$ cat src/common/hps_pkg.sv
// Shared constants and types of the parallel host bus port.
`default_nettype none
package hps_pkg;
  // Interface mode; MD_INIT lasts until the strap is taken after reset.
  typedef enum logic [1:0] {
    MD_INIT = 2'b00,
    MD_DSRW = 2'b01,
    MD_RDWR = 2'b10,
    MD_MUX = 2'b11
  } hps_mode_t;
  // Address region of an access.
  typedef enum logic [1:0] {
    RG_REG = 2'b00,
    RG_FIFO = 2'b01,
    RG_TOP = 2'b10
  } hps_region_t;
  // Clock rates; the core clock is the port clock.
  localparam int CLK_PERIOD_PS = 10000;
  localparam int CORE_PERIOD_PS = 10000;
  // Least spacings, in tenths of a core clock period.
  localparam int GAP_REG_X10 = 15;
  localparam int GAP_RD_FIFO_B_X10 = 55;
  localparam int GAP_RD_FIFO_W_X10 = 65;
  localparam int GAP_RD_TOP_X10 = 55;
  localparam int GAP_WR_FIFO_B_X10 = 35;
  localparam int GAP_WR_FIFO_W_X10 = 45;
  localparam int GAP_WR_TOP_X10 = 35;
  localparam int LONG_RD_X10 = 50;
  // Least times round up to whole port clocks.
  function automatic int cyc_up(int x10);
    return (x10 * CORE_PERIOD_PS + 10 * CLK_PERIOD_PS - 1) / (10 * CLK_PERIOD_PS);
  endfunction
  localparam int GAP_CW = 4;
  localparam logic [GAP_CW-1:0] CYC_REG = GAP_CW'(cyc_up(GAP_REG_X10));
  localparam logic [GAP_CW-1:0] CYC_RD_FIFO_B = GAP_CW'(cyc_up(GAP_RD_FIFO_B_X10));
  localparam logic [GAP_CW-1:0] CYC_RD_FIFO_W = GAP_CW'(cyc_up(GAP_RD_FIFO_W_X10));
  localparam logic [GAP_CW-1:0] CYC_RD_TOP = GAP_CW'(cyc_up(GAP_RD_TOP_X10));
  localparam logic [GAP_CW-1:0] CYC_WR_FIFO_B = GAP_CW'(cyc_up(GAP_WR_FIFO_B_X10));
  localparam logic [GAP_CW-1:0] CYC_WR_FIFO_W = GAP_CW'(cyc_up(GAP_WR_FIFO_W_X10));
  localparam logic [GAP_CW-1:0] CYC_WR_TOP = GAP_CW'(cyc_up(GAP_WR_TOP_X10));
  localparam logic [GAP_CW-1:0] CYC_LONG_RD = GAP_CW'(cyc_up(LONG_RD_X10));
  // Lane patterns, active low, lane 3 leftmost.
  localparam logic [3:0] LN_NONE = 4'hF;
  localparam logic [3:0] LN_B0 = 4'hE;
  localparam logic [3:0] LN_B1 = 4'hD;
  localparam logic [3:0] LN_B2 = 4'hB;
  localparam logic [3:0] LN_B3 = 4'h7;
  localparam logic [3:0] LN_WLO = 4'hC;
  localparam logic [3:0] LN_WHI = 4'h3;
  localparam logic [3:0] LN_DW = 4'h0;
  localparam logic [1:0] LN_UPPER_OFF = 2'h3;
  // Reset values.
  localparam logic [7:0] ADDR_RST = 8'h00;
  localparam logic [31:0] DATA_RST = 32'h0000_0000;
  localparam logic [23:0] PAD_ZERO = 24'h00_0000;
endpackage
`default_nettype wire

$ cat src/logic/hps_gap_check.sv
// Strobe spacing and read length monitor of the host port.
`default_nettype none
module hps_gap_check (
  // Clock and reset.
  input wire logic clk,
  input wire logic nrst,
  // Strobe state of the current access.
  input wire logic busyLow,
  input wire logic isWrite,
  input wire hps_pkg::hps_region_t region,
  input wire logic wide,
  // Spacing results.
  output logic gapErr,
  output logic shortRead
);
  localparam logic [hps_pkg::GAP_CW-1:0] CNT_ONE = 4'h1;
  localparam logic [hps_pkg::GAP_CW-1:0] CNT_MAX = 4'hF;
  logic busyQ_ff;
  logic wrQ_ff;
  logic wideQ_ff;
  hps_pkg::hps_region_t regQ_ff;
  logic [hps_pkg::GAP_CW-1:0] lowCnt_ff;
  logic [hps_pkg::GAP_CW-1:0] highCnt_ff;
  logic [hps_pkg::GAP_CW-1:0] needGap_ff;
  logic gapErr_ff;
  logic short_ff;

  // Edges of the combined strobe and the spacing owed after an access.
  wire startEdge = busyLow & ~busyQ_ff;
  wire endEdge = ~busyLow & busyQ_ff;
  wire [hps_pkg::GAP_CW-1:0] fifoRd = wideQ_ff ? hps_pkg::CYC_RD_FIFO_W : hps_pkg::CYC_RD_FIFO_B;
  wire [hps_pkg::GAP_CW-1:0] fifoWr = wideQ_ff ? hps_pkg::CYC_WR_FIFO_W : hps_pkg::CYC_WR_FIFO_B;
  wire [hps_pkg::GAP_CW-1:0] fifoGap = wrQ_ff ? fifoWr : fifoRd;
  wire [hps_pkg::GAP_CW-1:0] topGap = wrQ_ff ? hps_pkg::CYC_WR_TOP : hps_pkg::CYC_RD_TOP;
  wire [hps_pkg::GAP_CW-1:0] nxtNeed = (regQ_ff == hps_pkg::RG_FIFO) ? fifoGap :
                                       (regQ_ff == hps_pkg::RG_TOP) ? topGap : hps_pkg::CYC_REG;
  wire lowSat = lowCnt_ff == CNT_MAX;
  wire highSat = highCnt_ff == CNT_MAX;

  // Low and high counters saturate; the idle count starts full so the first access is clean.
  always_ff @(posedge clk or negedge nrst) begin
    if (!nrst) begin
      busyQ_ff <= 1'b0;
      lowCnt_ff <= 4'h0;
      highCnt_ff <= CNT_MAX;
    end else begin
      busyQ_ff <= busyLow;
      if (startEdge) lowCnt_ff <= CNT_ONE;
      else if (busyLow && !lowSat) lowCnt_ff <= 4'(lowCnt_ff + CNT_ONE);
      if (endEdge) highCnt_ff <= CNT_ONE;
      else if (!busyLow && !highSat) highCnt_ff <= 4'(highCnt_ff + CNT_ONE);
    end
  end

  // Access kind is held from the strobe start; owed spacing is set at its end.
  always_ff @(posedge clk or negedge nrst) begin
    if (!nrst) begin
      wrQ_ff <= 1'b0;
      wideQ_ff <= 1'b0;
      regQ_ff <= hps_pkg::RG_REG;
      needGap_ff <= 4'h0;
      gapErr_ff <= 1'b0;
      short_ff <= 1'b0;
    end else begin
      if (startEdge) begin
        wrQ_ff <= isWrite;
        wideQ_ff <= wide;
        regQ_ff <= region;
      end
      gapErr_ff <= startEdge & (highCnt_ff < needGap_ff);
      if (endEdge) begin
        needGap_ff <= nxtNeed;
        short_ff <= ~wrQ_ff & (regQ_ff == hps_pkg::RG_TOP) & (lowCnt_ff < hps_pkg::CYC_LONG_RD);
      end
    end
  end

  assign gapErr = gapErr_ff;
  assign shortRead = short_ff;
endmodule // hps_gap_check
`default_nettype wire

$ cat src/logic/hps_host_port.sv
// Parallel host bus port: strobe decode, lane select and internal register access.
`default_nettype none
module hps_host_port #(
  parameter logic [7:0] INT_DATA_ADDR = 8'h7E,
  parameter logic [7:0] ZCNT_LO = 8'h10,
  parameter logic [7:0] ZCNT_HI = 8'h13,
  parameter logic [7:0] FCNT_LO = 8'h14,
  parameter logic [7:0] FCNT_HI = 8'h15
) (
  // Clock and reset.
  input wire logic clk,
  input wire logic nrst,
  // Host strobes and strap pin.
  input wire logic csN,
  input wire logic dataStrobeN,
  input wire logic rwWrN,
  input wire logic ale,
  // Host address and lane enables.
  input wire logic [7:0] addrPin,
  input wire logic lane0EnableN,
  input wire logic lane1EnableN,
  input wire logic lane2EnableN,
  input wire logic lane3EnableN,
  // Host data lines, split into input, output and lane enables.
  input wire logic [31:0] muxedBusIn,
  output logic [31:0] muxedBusOut,
  output logic [3:0] muxedBusOeN,
  // Internal register side.
  output logic [7:0] coreAddr,
  output logic [3:0] coreLaneN,
  output logic [31:0] coreWrData,
  output logic coreWr,
  output logic coreRd,
  input wire logic [31:0] coreRdData,
  input wire logic coreRdValid,
  // Status.
  output hps_pkg::hps_mode_t portMode,
  output logic accessErr,
  output logic gapErr,
  output logic shortRead
);
  hps_pkg::hps_mode_t mode_ff;
  hps_pkg::hps_mode_t nxt_mode;
  logic aleQ_ff;
  logic rdAct_ff;
  logic wrAct_ff;
  logic [7:0] addr_ff;
  logic [31:0] wrData_ff;
  logic [7:0] coreAddr_ff;
  logic [3:0] coreLaneN_ff;
  logic [31:0] coreWrData_ff;
  logic coreWr_ff;
  logic coreRd_ff;
  logic accessErr_ff;
  logic pendTop_ff;
  logic nxt_pendTop;
  logic [7:0] intBuf_ff;
  logic [31:0] busOut_ff;
  logic [3:0] busOeN_ff;
  logic gapErrW;
  logic shortReadW;

  // Mode flags and latch strobe edges.
  wire aleRise = ale & ~aleQ_ff;
  wire aleFall = ~ale & aleQ_ff;
  wire live = mode_ff != hps_pkg::MD_INIT;
  wire isMux = mode_ff == hps_pkg::MD_MUX;
  wire isDsrw = mode_ff == hps_pkg::MD_DSRW;

  // Mode sequence: strap taken one clock after release, muxed mode is final.
  always_comb begin
    case (mode_ff)
      hps_pkg::MD_INIT: nxt_mode = ale ? hps_pkg::MD_DSRW : hps_pkg::MD_RDWR;
      hps_pkg::MD_DSRW: nxt_mode = aleRise ? hps_pkg::MD_MUX : hps_pkg::MD_DSRW;
      hps_pkg::MD_RDWR: nxt_mode = aleRise ? hps_pkg::MD_MUX : hps_pkg::MD_RDWR;
      default: nxt_mode = hps_pkg::MD_MUX;
    endcase
  end

  // Strobe decode; the strap clock blocks all accesses.
  wire strobeLow = ~(dataStrobeN | csN);
  wire wrPinLow = ~(rwWrN | csN);
  wire rdLow = live & strobeLow & rwWrN;
  wire wrLow = live & (isDsrw ? (strobeLow & ~rwWrN) : wrPinLow);
  wire rdStart = rdLow & ~rdAct_ff;
  wire wrEnd = wrAct_ff & ~wrLow;

  // Effective lanes; outside muxed mode only lanes 1 and 0 exist.
  wire [3:0] laneN = {lane3EnableN, lane2EnableN, lane1EnableN, lane0EnableN};
  wire [3:0] laneEffN = isMux ? laneN : {hps_pkg::LN_UPPER_OFF, laneN[1:0]};

  // Address used by the access; muxed mode uses only the latched low byte.
  // held muxed address.
  wire [7:0] curAddr = isMux ? addr_ff : addrPin;
  wire a0 = curAddr[0];

  wire inFifo = curAddr[7:6] == 2'h2;
  wire inTop = curAddr[7:6] == 2'h3;
  wire hps_pkg::hps_region_t region = inTop ? hps_pkg::RG_TOP :
                                      inFifo ? hps_pkg::RG_FIFO : hps_pkg::RG_REG;

  wire legal16 = ((laneEffN == hps_pkg::LN_B0) & ~a0) |
                 ((laneEffN == hps_pkg::LN_B1) & a0) |
                 ((laneEffN == hps_pkg::LN_WLO) & ~a0);
  wire legal32 = ((laneEffN == hps_pkg::LN_B2) & ~a0) |
                 ((laneEffN == hps_pkg::LN_B3) & a0) |
                 ((laneEffN == hps_pkg::LN_WHI) & ~a0) |
                 ((laneEffN == hps_pkg::LN_DW) & ~a0);
  wire legal = legal16 | (isMux & legal32);
  wire single = (laneEffN == hps_pkg::LN_B0) | (laneEffN == hps_pkg::LN_B1) |
                (laneEffN == hps_pkg::LN_B2) | (laneEffN == hps_pkg::LN_B3);
  wire wide = legal & ~single;

  // Counter addresses that may be read wide.
  wire zCnt = (curAddr >= ZCNT_LO) && (curAddr <= ZCNT_HI);
  wire fCnt = (curAddr >= FCNT_LO) && (curAddr <= FCNT_HI);
  wire rdWidthOk = single | inFifo | zCnt | (fCnt & (laneEffN != hps_pkg::LN_DW));
  wire wrWidthOk = single | inFifo;

  // low byte is a plain access.
  wire rdOk = rdStart & legal & rdWidthOk;
  wire wrOk = wrEnd & legal & wrWidthOk;
  wire rdBad = rdStart & ~(legal & rdWidthOk);
  wire wrBad = wrEnd & ~(legal & wrWidthOk);
  wire bufHit = curAddr == INT_DATA_ADDR;
  wire fetch = rdOk & ~bufHit;
  wire topFetch = fetch & inTop;

  // Pending top fetch; a new top fetch in the answer cycle keeps the flag set.
  always_comb begin
    nxt_pendTop = topFetch | (pendTop_ff & ~coreRdValid);
  end

  // Mode, strap edge memory and strobe history.
  always_ff @(posedge clk or negedge nrst) begin
    if (!nrst) begin
      mode_ff <= hps_pkg::MD_INIT;
      aleQ_ff <= 1'b0;
      rdAct_ff <= 1'b0;
      wrAct_ff <= 1'b0;
    end else begin
      mode_ff <= nxt_mode;
      aleQ_ff <= ale;
      rdAct_ff <= rdLow;
      wrAct_ff <= wrLow;
    end
  end

  // Address latch and write data capture.
  always_ff @(posedge clk or negedge nrst) begin
    if (!nrst) begin
      addr_ff <= hps_pkg::ADDR_RST;
      wrData_ff <= hps_pkg::DATA_RST;
    end else begin
      if (isMux && aleFall) addr_ff <= muxedBusIn[7:0];
      if (wrLow) wrData_ff <= muxedBusIn;
    end
  end

  // Requests to the internal register side.
  always_ff @(posedge clk or negedge nrst) begin
    if (!nrst) begin
      coreAddr_ff <= hps_pkg::ADDR_RST;
      coreLaneN_ff <= hps_pkg::LN_NONE;
      coreWrData_ff <= hps_pkg::DATA_RST;
      coreWr_ff <= 1'b0;
      coreRd_ff <= 1'b0;
      accessErr_ff <= 1'b0;
    end else begin
      coreWr_ff <= wrOk;
      coreRd_ff <= fetch;
      accessErr_ff <= rdBad | wrBad;
      if (wrOk || fetch) begin
        coreAddr_ff <= curAddr;
        coreLaneN_ff <= laneEffN;
      end
      if (wrOk) coreWrData_ff <= wrData_ff;
    end
  end

  // Read data and the short-read buffer.
  always_ff @(posedge clk or negedge nrst) begin
    if (!nrst) begin
      pendTop_ff <= 1'b0;
      intBuf_ff <= hps_pkg::ADDR_RST;
      busOut_ff <= hps_pkg::DATA_RST;
    end else begin
      pendTop_ff <= nxt_pendTop;
      if (coreRdValid && pendTop_ff) intBuf_ff <= coreRdData[7:0];
      if (rdOk && bufHit) busOut_ff <= {hps_pkg::PAD_ZERO, intBuf_ff};
      else if (coreRdValid) busOut_ff <= coreRdData;
    end
  end

  // Lane drivers; each lane drives only during a read with its enable low.
  genvar gi;
  generate
    for (gi = 0; gi < 4; gi++) begin : g_lane
      always_ff @(posedge clk or negedge nrst) begin
        if (!nrst) busOeN_ff[gi] <= 1'b1;
        else busOeN_ff[gi] <= ~(rdLow & ~laneEffN[gi]);
      end
    end
  endgenerate

  // Spacing monitor; it only reports, because the host owns these limits.
  hps_gap_check u_gap (
    .clk(clk),
    .nrst(nrst),
    .busyLow(rdLow | wrLow),
    .isWrite(wrLow),
    .region(region),
    .wide(wide),
    .gapErr(gapErrW),
    .shortRead(shortReadW)
  );

  // Outputs straight from flip-flops.
  assign muxedBusOut = busOut_ff;
  assign muxedBusOeN = busOeN_ff;
  assign coreAddr = coreAddr_ff;
  assign coreLaneN = coreLaneN_ff;
  assign coreWrData = coreWrData_ff;
  assign coreWr = coreWr_ff;
  assign coreRd = coreRd_ff;
  assign portMode = mode_ff;
  assign accessErr = accessErr_ff;
  assign gapErr = gapErrW;
  assign shortRead = shortReadW;

  wire lane0Drive = rdLow & ~laneEffN[0];
  wire wideRegWr = wrEnd & wide & (region == hps_pkg::RG_REG);
endmodule // hps_host_port
`default_nettype wire

$ cat config.mk
export PLATFORM = sky130hd
export DESIGN_NAME = hps_host_port
export DESIGN_NICKNAME = d
export VERILOG_FILES = /design/src/common/hps_pkg.sv /design/src/logic/hps_gap_check.sv /design/src/logic/hps_host_port.sv
export SDC_FILE = /design/constraint.sdc
export NUM_CORES = 1
export LEC_CHECK = 0
export ABC_AREA = 1
export BUFFER_PORTS_ARGS = -buffer_cell sky130_fd_sc_hd__buf_2
export CORE_MARGIN = 4
export CORE_UTILIZATION = 25
export DETAILED_ROUTE_END_ITERATION = 10
export PLACE_DENSITY_LB_ADDON = 0.3
export SLEW_MARGIN = 20
export SYNTH_ARGS = -nofsm -noshare
export SYNTH_HDL_FRONTEND = slang
export SYNTH_SLANG_ARGS = --single-unit
export TNS_END_PERCENT = 5
$ cat constraint.sdc
create_clock -name clk -period 2.2 [get_ports clk]
set_clock_uncertainty 0.05 [all_clocks]
set_input_delay 0.44 -clock clk [delete_from_list [all_inputs] [get_ports clk]]
set_output_delay 0.44 -clock clk [all_outputs]
set_load 0.005 [all_outputs]
Word-level counts from Yosys, hierarchy flattened --
Cells that the tools add are included.
Operators by class: $add $sub $neg 2, magnitude comparators 6, equality and inequality tests 16, muxes and demuxes 21, bitwise operators 79, reductions and logical operators 18
Operators with widths (count):
- two-way mux 32 bit | 2
- AND 1 bit | 38
- two-way mux 4 bit | 8
- equality test 4 bit, second input constant | 6
- NOT 1 bit | 24
- OR 1 bit | 17
- >= comparator 8 x 5 -> 1 bit, second input constant | 2
- <= comparator 8 x 5 -> 1 bit, second input constant | 2
- equality test 2 bit, second input constant | 5
- adder 4 x 1 -> 4 bit, second input constant | 2
- equality test 8 x 7 -> 1 bit, second input constant | 1
- two-way mux 2 bit | 4
- two-way mux 8 bit | 1
- nonzero test 2 bit | 4
- logical AND 1 bit | 7
- case mux 2 bit (3 select lines) | 1
- two-way mux 1 bit | 5
- equality test 2 x 1 -> 1 bit, second input constant | 2
- equality test 4 x 2 -> 1 bit, second input constant | 1
- equality test 4 x 3 -> 1 bit, second input constant | 1
- zero test 4 bit | 1
- < comparator 4 x 3 -> 1 bit, second input constant | 1
- < comparator 4 bit | 1
- nonzero test 4 bit | 1
- other kinds (3) | 5
Storage, ports and cells: register bits after elaboration 156, bits of input ports 83, output and inout port bits 87

Longest topological paths before layout --
depth in word-level cells 14, gate-level depth with buffers 14

Hierarchy --
A second synthesis with hierarchy kept.
Unflattened totals: cells, all modules 845, area, all modules 6836.6 µm²
By module, submodules not included:
- hps_host_port | times used 1, cells each 737, area each 5910.7 µm²
- hps_gap_check | times used 1, cells each 108, area each 925.9 µm²

Worst setup path after synthesis --
OpenSTA, ideal clock, no wires.
path type register to register, start register mode_ff[1], in the netlist portMode[1], end register busOut_ff[2], in the netlist muxedBusOut[2], setup time 0.117 ns, arrival 1.609 ns, data required time 2.033 ns, path slack 0.424 ns, stages on the path, launching flop included 14, buffers on the path 3, cell sequence dfrtp_1 > nand2_2 > buf_6 > nand2_1 > nand2_2 > nand2_1 > nor2_1 > nand3_1 > nand2_2 > buf_6 > nand4_4 > buf_4 > nand3_1 > nand2_1
Between the ends: longest elaborated chain between the ends 13
RTL lines:
- start: declaration | line hps_host_port.sv:42 | hps_pkg::hps_mode_t mode_ff;
- start signal: assignment | line hps_host_port.sv:137 | mode_ff <= hps_pkg::MD_INIT;
- start signal: assignment | line hps_host_port.sv:142 | mode_ff <= nxt_mode;
- equality test 2 bit | line hps_host_port.sv:67 | wire isMux = mode_ff == hps_pkg::MD_MUX;
- two-way mux 4 bit or two-way mux 8 bit (tied branches) | line hps_host_port.sv:90, hps_host_port.sv:94
- equality test 4 bit (tied with other cells) | line hps_host_port.sv:105, hps_host_port.sv:111
- AND 1 bit, on equally long branches | line hps_host_port.sv:105, hps_host_port.sv:106
- OR 1 bit | line hps_host_port.sv:105 | wire legal32 = ((laneEffN == hps_pkg::LN_B2) & ~a0) |
- OR 1 bit | line hps_host_port.sv:106 | ((laneEffN == hps_pkg::LN_B3) & a0) |
- OR 1 bit | line hps_host_port.sv:107 | ((laneEffN == hps_pkg::LN_WHI) & ~a0) |
- AND 1 bit | line hps_host_port.sv:109 | wire legal = legal16 | (isMux & legal32);
- OR 1 bit | line hps_host_port.sv:109
- AND 1 bit (2 in series) | line hps_host_port.sv:121 | wire rdOk = rdStart & legal & rdWidthOk;
- logical AND 1 bit * | line hps_host_port.sv:190 | if (rdOk && bufHit) busOut_ff <= {hps_pkg::PAD_ZERO, intBuf_ff};
- two-way mux 32 bit or nonzero test 2 bit (tied branches)
- end signal: assignment | line hps_host_port.sv:186 | busOut_ff <= hps_pkg::DATA_RST;
- end signal: assignment | line hps_host_port.sv:190
- end signal: assignment | line hps_host_port.sv:191 | else if (coreRdValid) busOut_ff <= coreRdData;
- end: declaration | line hps_host_port.sv:58 | logic [31:0] busOut_ff;
Every way passes the cells marked *; elsewhere a longest branch is shown, timed or not. A chain may end at the register's enable or synchronous reset.

Final worst setup path --
start register mode_ff[0], in the netlist portMode[0], end register u_gap.gapErr_ff, in the netlist u_gap.gapErr
Between the ends: longest elaborated chain between the ends 6
RTL lines:
- nonzero test 2 bit | line hps_host_port.sv:66 | wire live = mode_ff != hps_pkg::MD_INIT;
- AND 1 bit (2 in series) | line hps_host_port.sv:83 | wire rdLow = live & strobeLow & rwWrN;
- via rdLow | line hps_host_port.sv:83
- OR 1 bit | line hps_host_port.sv:210 | .busyLow(rdLow | wrLow),
- via u_gap.busyLow | line hps_gap_check.sv:8 | input wire logic busyLow,
- AND 1 bit | line hps_gap_check.sv:29 | wire startEdge = busyLow & ~busyQ_ff;
- AND 1 bit | line hps_gap_check.sv:70 | gapErr_ff <= startEdge & (highCnt_ff < needGap_ff);
- end signal: assignment | line hps_gap_check.sv:70
- end: declaration | line hps_gap_check.sv:25 | logic gapErr_ff;
The timed path passes the listed nets, and every way through them passes these cells.

==> implementation parameters <==
Parameter                              Value

Outcome
  Run status    completed

Min path
  Worst Hold Class    in2reg

Routing
  Post-detailed-route via-to-cell ratio    4.12
  Violation count after the first detailed-routing iteration    269
  Total number of vias    5511
  Antenna violation net count after detailed routing    0
  Routed length per placed instance    13.3 um
  Drc violations    0
  Total detailed-routing wirelength    17.8 mm
  TritonRoute pass-1 iters    4

Pwr
  Peak ir drop on the vdd network    0.387 mV
  Leakage    4.85 nW
  Total power per unit cell area    961 nW/um^2

Placement
  Final RePlAce weighted congestion    0.791
  Buffers on Ports    169
  Dpl cell area    8160 sq um
  Hpwl dp    12.7 mm
  Placement Setup Slack    8.90 ps
  # placed instances    1302

Floorplan
  Starting utilization of the core area    25.4%
  Number of rows in the core area    60
  Num ports    170
  Std-Cell Core Area    27000 sq um
  Y dimension of the die    174 um
  Horizontal extent of the die    174 um
  Die footprint    30200 sq um

Global route
  First-pass GRT wire length    29.2 mm
  Number of global-route vias before repair    5544
  GRT overflow    0
  Overall global routing resource usage    11.9%
  Maximum number of pins on one net before global-route repair    75
  Number of antenna violations at the first check in global routing    1

Timing
  Least-Margin Pin Slew    513 ps
  Period Utilization, post-route    91.4%
  Final hold violations    0
  Achievable Freq    498 MHz
  Fin Setup TNS    0 ps
  Worst slew margin relative to its limit    65.7%
  Time the worst path needs with I/O delays and setup    2010 ps
  Setup-failing EPs final    0
  Final Max Slew Viols    0
  Unrepaired setup endpoints after global routing    true
  Final hold slack    121 ps
  Worst path setup slack after routing    190 ps

Critical path
  Crit-path max FO    11
  Worst setup SP type    flip-flop
  Worst setup path startpoint    portMode[0]$_DFF_PN0_
  Setup crit end kind    flip-flop
  Type of the setup path with the least slack    reg2reg
  CP max stage cell    sky130_fd_sc_hd__dfrtp_1
  End of the worst register-to-register path    u_gap.gapErr$_DFF_PN0_
  Last element of the critical path    u_gap.gapErr$_DFF_PN0_
  CP cell instances    buf_4 > nor2_4 > nor2_4 > inv_1 > nand2_2 > nand2_1 > buf_4 > a2111oi_0
  Worst reg-to-reg setup slack    190 ps
  Critical Path RT    2410 ps
  Max incr delay on CP    390 ps
  Worst Path Buf+Inv    3
  Crit-path leading delay family    simple AND/OR/NAND/NOR gates
  Number of cells on the worst reg-to-reg path    8
  Total stage count of the critical path    8
  Data arrival time at the worst-slack endpoint    2220 ps
  Startpoint of the worst register-to-register path    portMode[0]$_DFF_PN0_

Final layout
  Commonest non-fill, non-tap cells in the layout    sky130_fd_sc_hd__nand2_1, sky130_fd_sc_hd__buf_2, sky130_fd_sc_hd__dfrtp_1
  Most common cell after layout, fill and taps aside    sky130_fd_sc_hd__nand2_1
  Final Non-Filler Cells    1337
  # diodes    0
  Proportion of layout cells with a drive suffix above 1    26.6%
  Area added between synthesis and finish    28.4%
  Post-Layout Inst Area    8830 sq um
  Final-stage net count    1073

Yosys
  Synth async-reset ratio    100%
  Net count after synthesis    897
  Sequential cell area fraction in the yosys report    56.6%
  Number of distinct standard cells referenced by the synthesized netlist    32
  Cells after Synth    807
  Flip-flop cell with the highest count after synthesis    sky130_fd_sc_hd__dfrtp_1
  Area of the mapped netlist    6880 sq um
  Number of synthesized flops with an enable pin    0
  Yosys warnings    0
  Mean instance size in the synthesized netlist    8.52 sq um
  Top-area cell type share of the netlist area    52.0%
  Flip-flop and latch count after synthesis    155
  Cell accounting for the most synthesized area    sky130_fd_sc_hd__dfrtp_1
  Synth top area cells    sky130_fd_sc_hd__dfrtp_1, sky130_fd_sc_hd__nand2_1, sky130_fd_sc_hd__inv_1

CTS
  Skew-Pair Late Insertion Delay    420 ps
  Clock tree sinks    155
  H-tree Lvls    4
  CTS tree    done
  Bufs on Longest Clock Path    2
  Clock transition at the register clock pins on the worst setup and hold paths after CTS    60 ps
  Buffer cell driving the clock tree root    sky130_fd_sc_hd__clkbuf_16
  Clock buffers created by TritonCTS    17

Flow run
  MaxCap Viol Count    0
[per-stage QoR]
| step | total power [mW] | utilization [%] |
|---|---|---|
| after floorplan | 4.53 | - |
| after global placement | 5.35 | 30.2 |
| after CTS | 8.68 | 32.6 |
| after detailed placement | 5.37 | 30.2 |
| after global routing | 9.09 | 32.7 |
| final | 8.49 | 32.7 |
[cell usage after synthesis, types with 4 or more instances]
cell type / number
sky130_fd_sc_hd__a21oi_1: 4
sky130_fd_sc_hd__buf_2: 6
sky130_fd_sc_hd__buf_4: 6
sky130_fd_sc_hd__buf_6: 5
sky130_fd_sc_hd__clkbuf_1: 13
sky130_fd_sc_hd__dfrtp_1: 143
sky130_fd_sc_hd__dfstp_2: 12
sky130_fd_sc_hd__ha_1: 7
sky130_fd_sc_hd__inv_1: 115
sky130_fd_sc_hd__inv_2: 4
sky130_fd_sc_hd__mux2_2: 8
sky130_fd_sc_hd__nand2_1: 305
sky130_fd_sc_hd__nand2_2: 5
sky130_fd_sc_hd__nand3_1: 42
sky130_fd_sc_hd__nand4_1: 10
sky130_fd_sc_hd__nor2_1: 17
sky130_fd_sc_hd__nor2_4: 4
sky130_fd_sc_hd__o21ai_0: 78
[timing repair]
action | CTS | global route
hold buffers | 1 | 0
cloned | 0 | 0
pin swaps | 0 | 1
hold endpoints to repair | 10 | 0
resized for setup | 1 | 4
buffers inserted | 0 | 2
endpoints found under the setup margin | 3 | 77
[layer usage]
metal  global-route usage, %  vias to the layer above  part of all wire, %
met1                    15.7                     2527                   47
met2                    18.8                      116                   45
met4                    3.73                        2                  1.5
li1                        -                     2844                    -
met5                       0                        -                0.039
met3                    3.95                       22                  6.2
[cell type report]
| cell class | count | area (sq um) |
|---|---|---|
| clock buffers | 20 | 457 |
| well taps | 341 | 427 |
| multi-input cells | 502 | 2370 |
| clock inverters | 12 | 184 |
| inverters | 119 | 447 |
| repair buffers | 188 | 1060 |
| fillers | 2914 | 18200 |
| flip-flops and latches | 155 | 3890 |
[cells by family after synthesis]
| logic type | Yosys count | synth area share (%) |
|---|---|---|
| compound gates | 92 | 7.06 |
| simple gates | 395 | 24.6 |
| buf+inv | 150 | 9.17 |
| mux | 8 | 1.31 |
| fa+ha+maj | 7 | 1.27 |
| flops | 155 | 56.6 |
[worst reg2reg max path: cells and delay by family (launching register included)]
family	cells	cell delay (ps)
buffers and inverters	3	490
AOI/OAI and AO/OA	1	380
DFF	1	390
and+or+nand+nor	4	540
[where the power goes]
group / switching (mW) / total (mW) / internal, mW
Sequential: 0.309 / 3.75 / 3.44
Combinational: 0.864 / 1.53 / 0.662
Clock: 1.24 / 3.21 / 1.98
Total: 2.41 / 8.49 / 6.08
[state kept, by name, indices dropped and copies added, names as in the netlist, 2 cells and up]
signal	cells
addr_ff	8
coreAddr	8
coreLaneN	4
coreWrData	32
intBuf_ff	8
muxedBusOeN	4
muxedBusOut	32
portMode	2
u_gap.highCnt_ff	4
u_gap.lowCnt_ff	4
u_gap.needGap_ff	3
u_gap.regQ_ff	2
wrData_ff	32
[worst min path at each step]
stage                                      to  startpoint  slack [ps]  cells past startpoint
finish                      aleQ_ff$_DFF_PN0_         ale         120                      1
global route                aleQ_ff$_DFF_PN0_         ale         100                      1
CTS                         aleQ_ff$_DFF_PN0_         ale         100                      1
detailed placement  coreWrData[1]$_DFFE_PN0P_        nrst         220                      1
global placement     wrData_ff[1]$_DFFE_PN0P_        nrst         220                      1
floorplan                 accessErr$_DFF_PN0_        nrst          90                      0
Note: power is estimated with default switching activity, not from simulation.
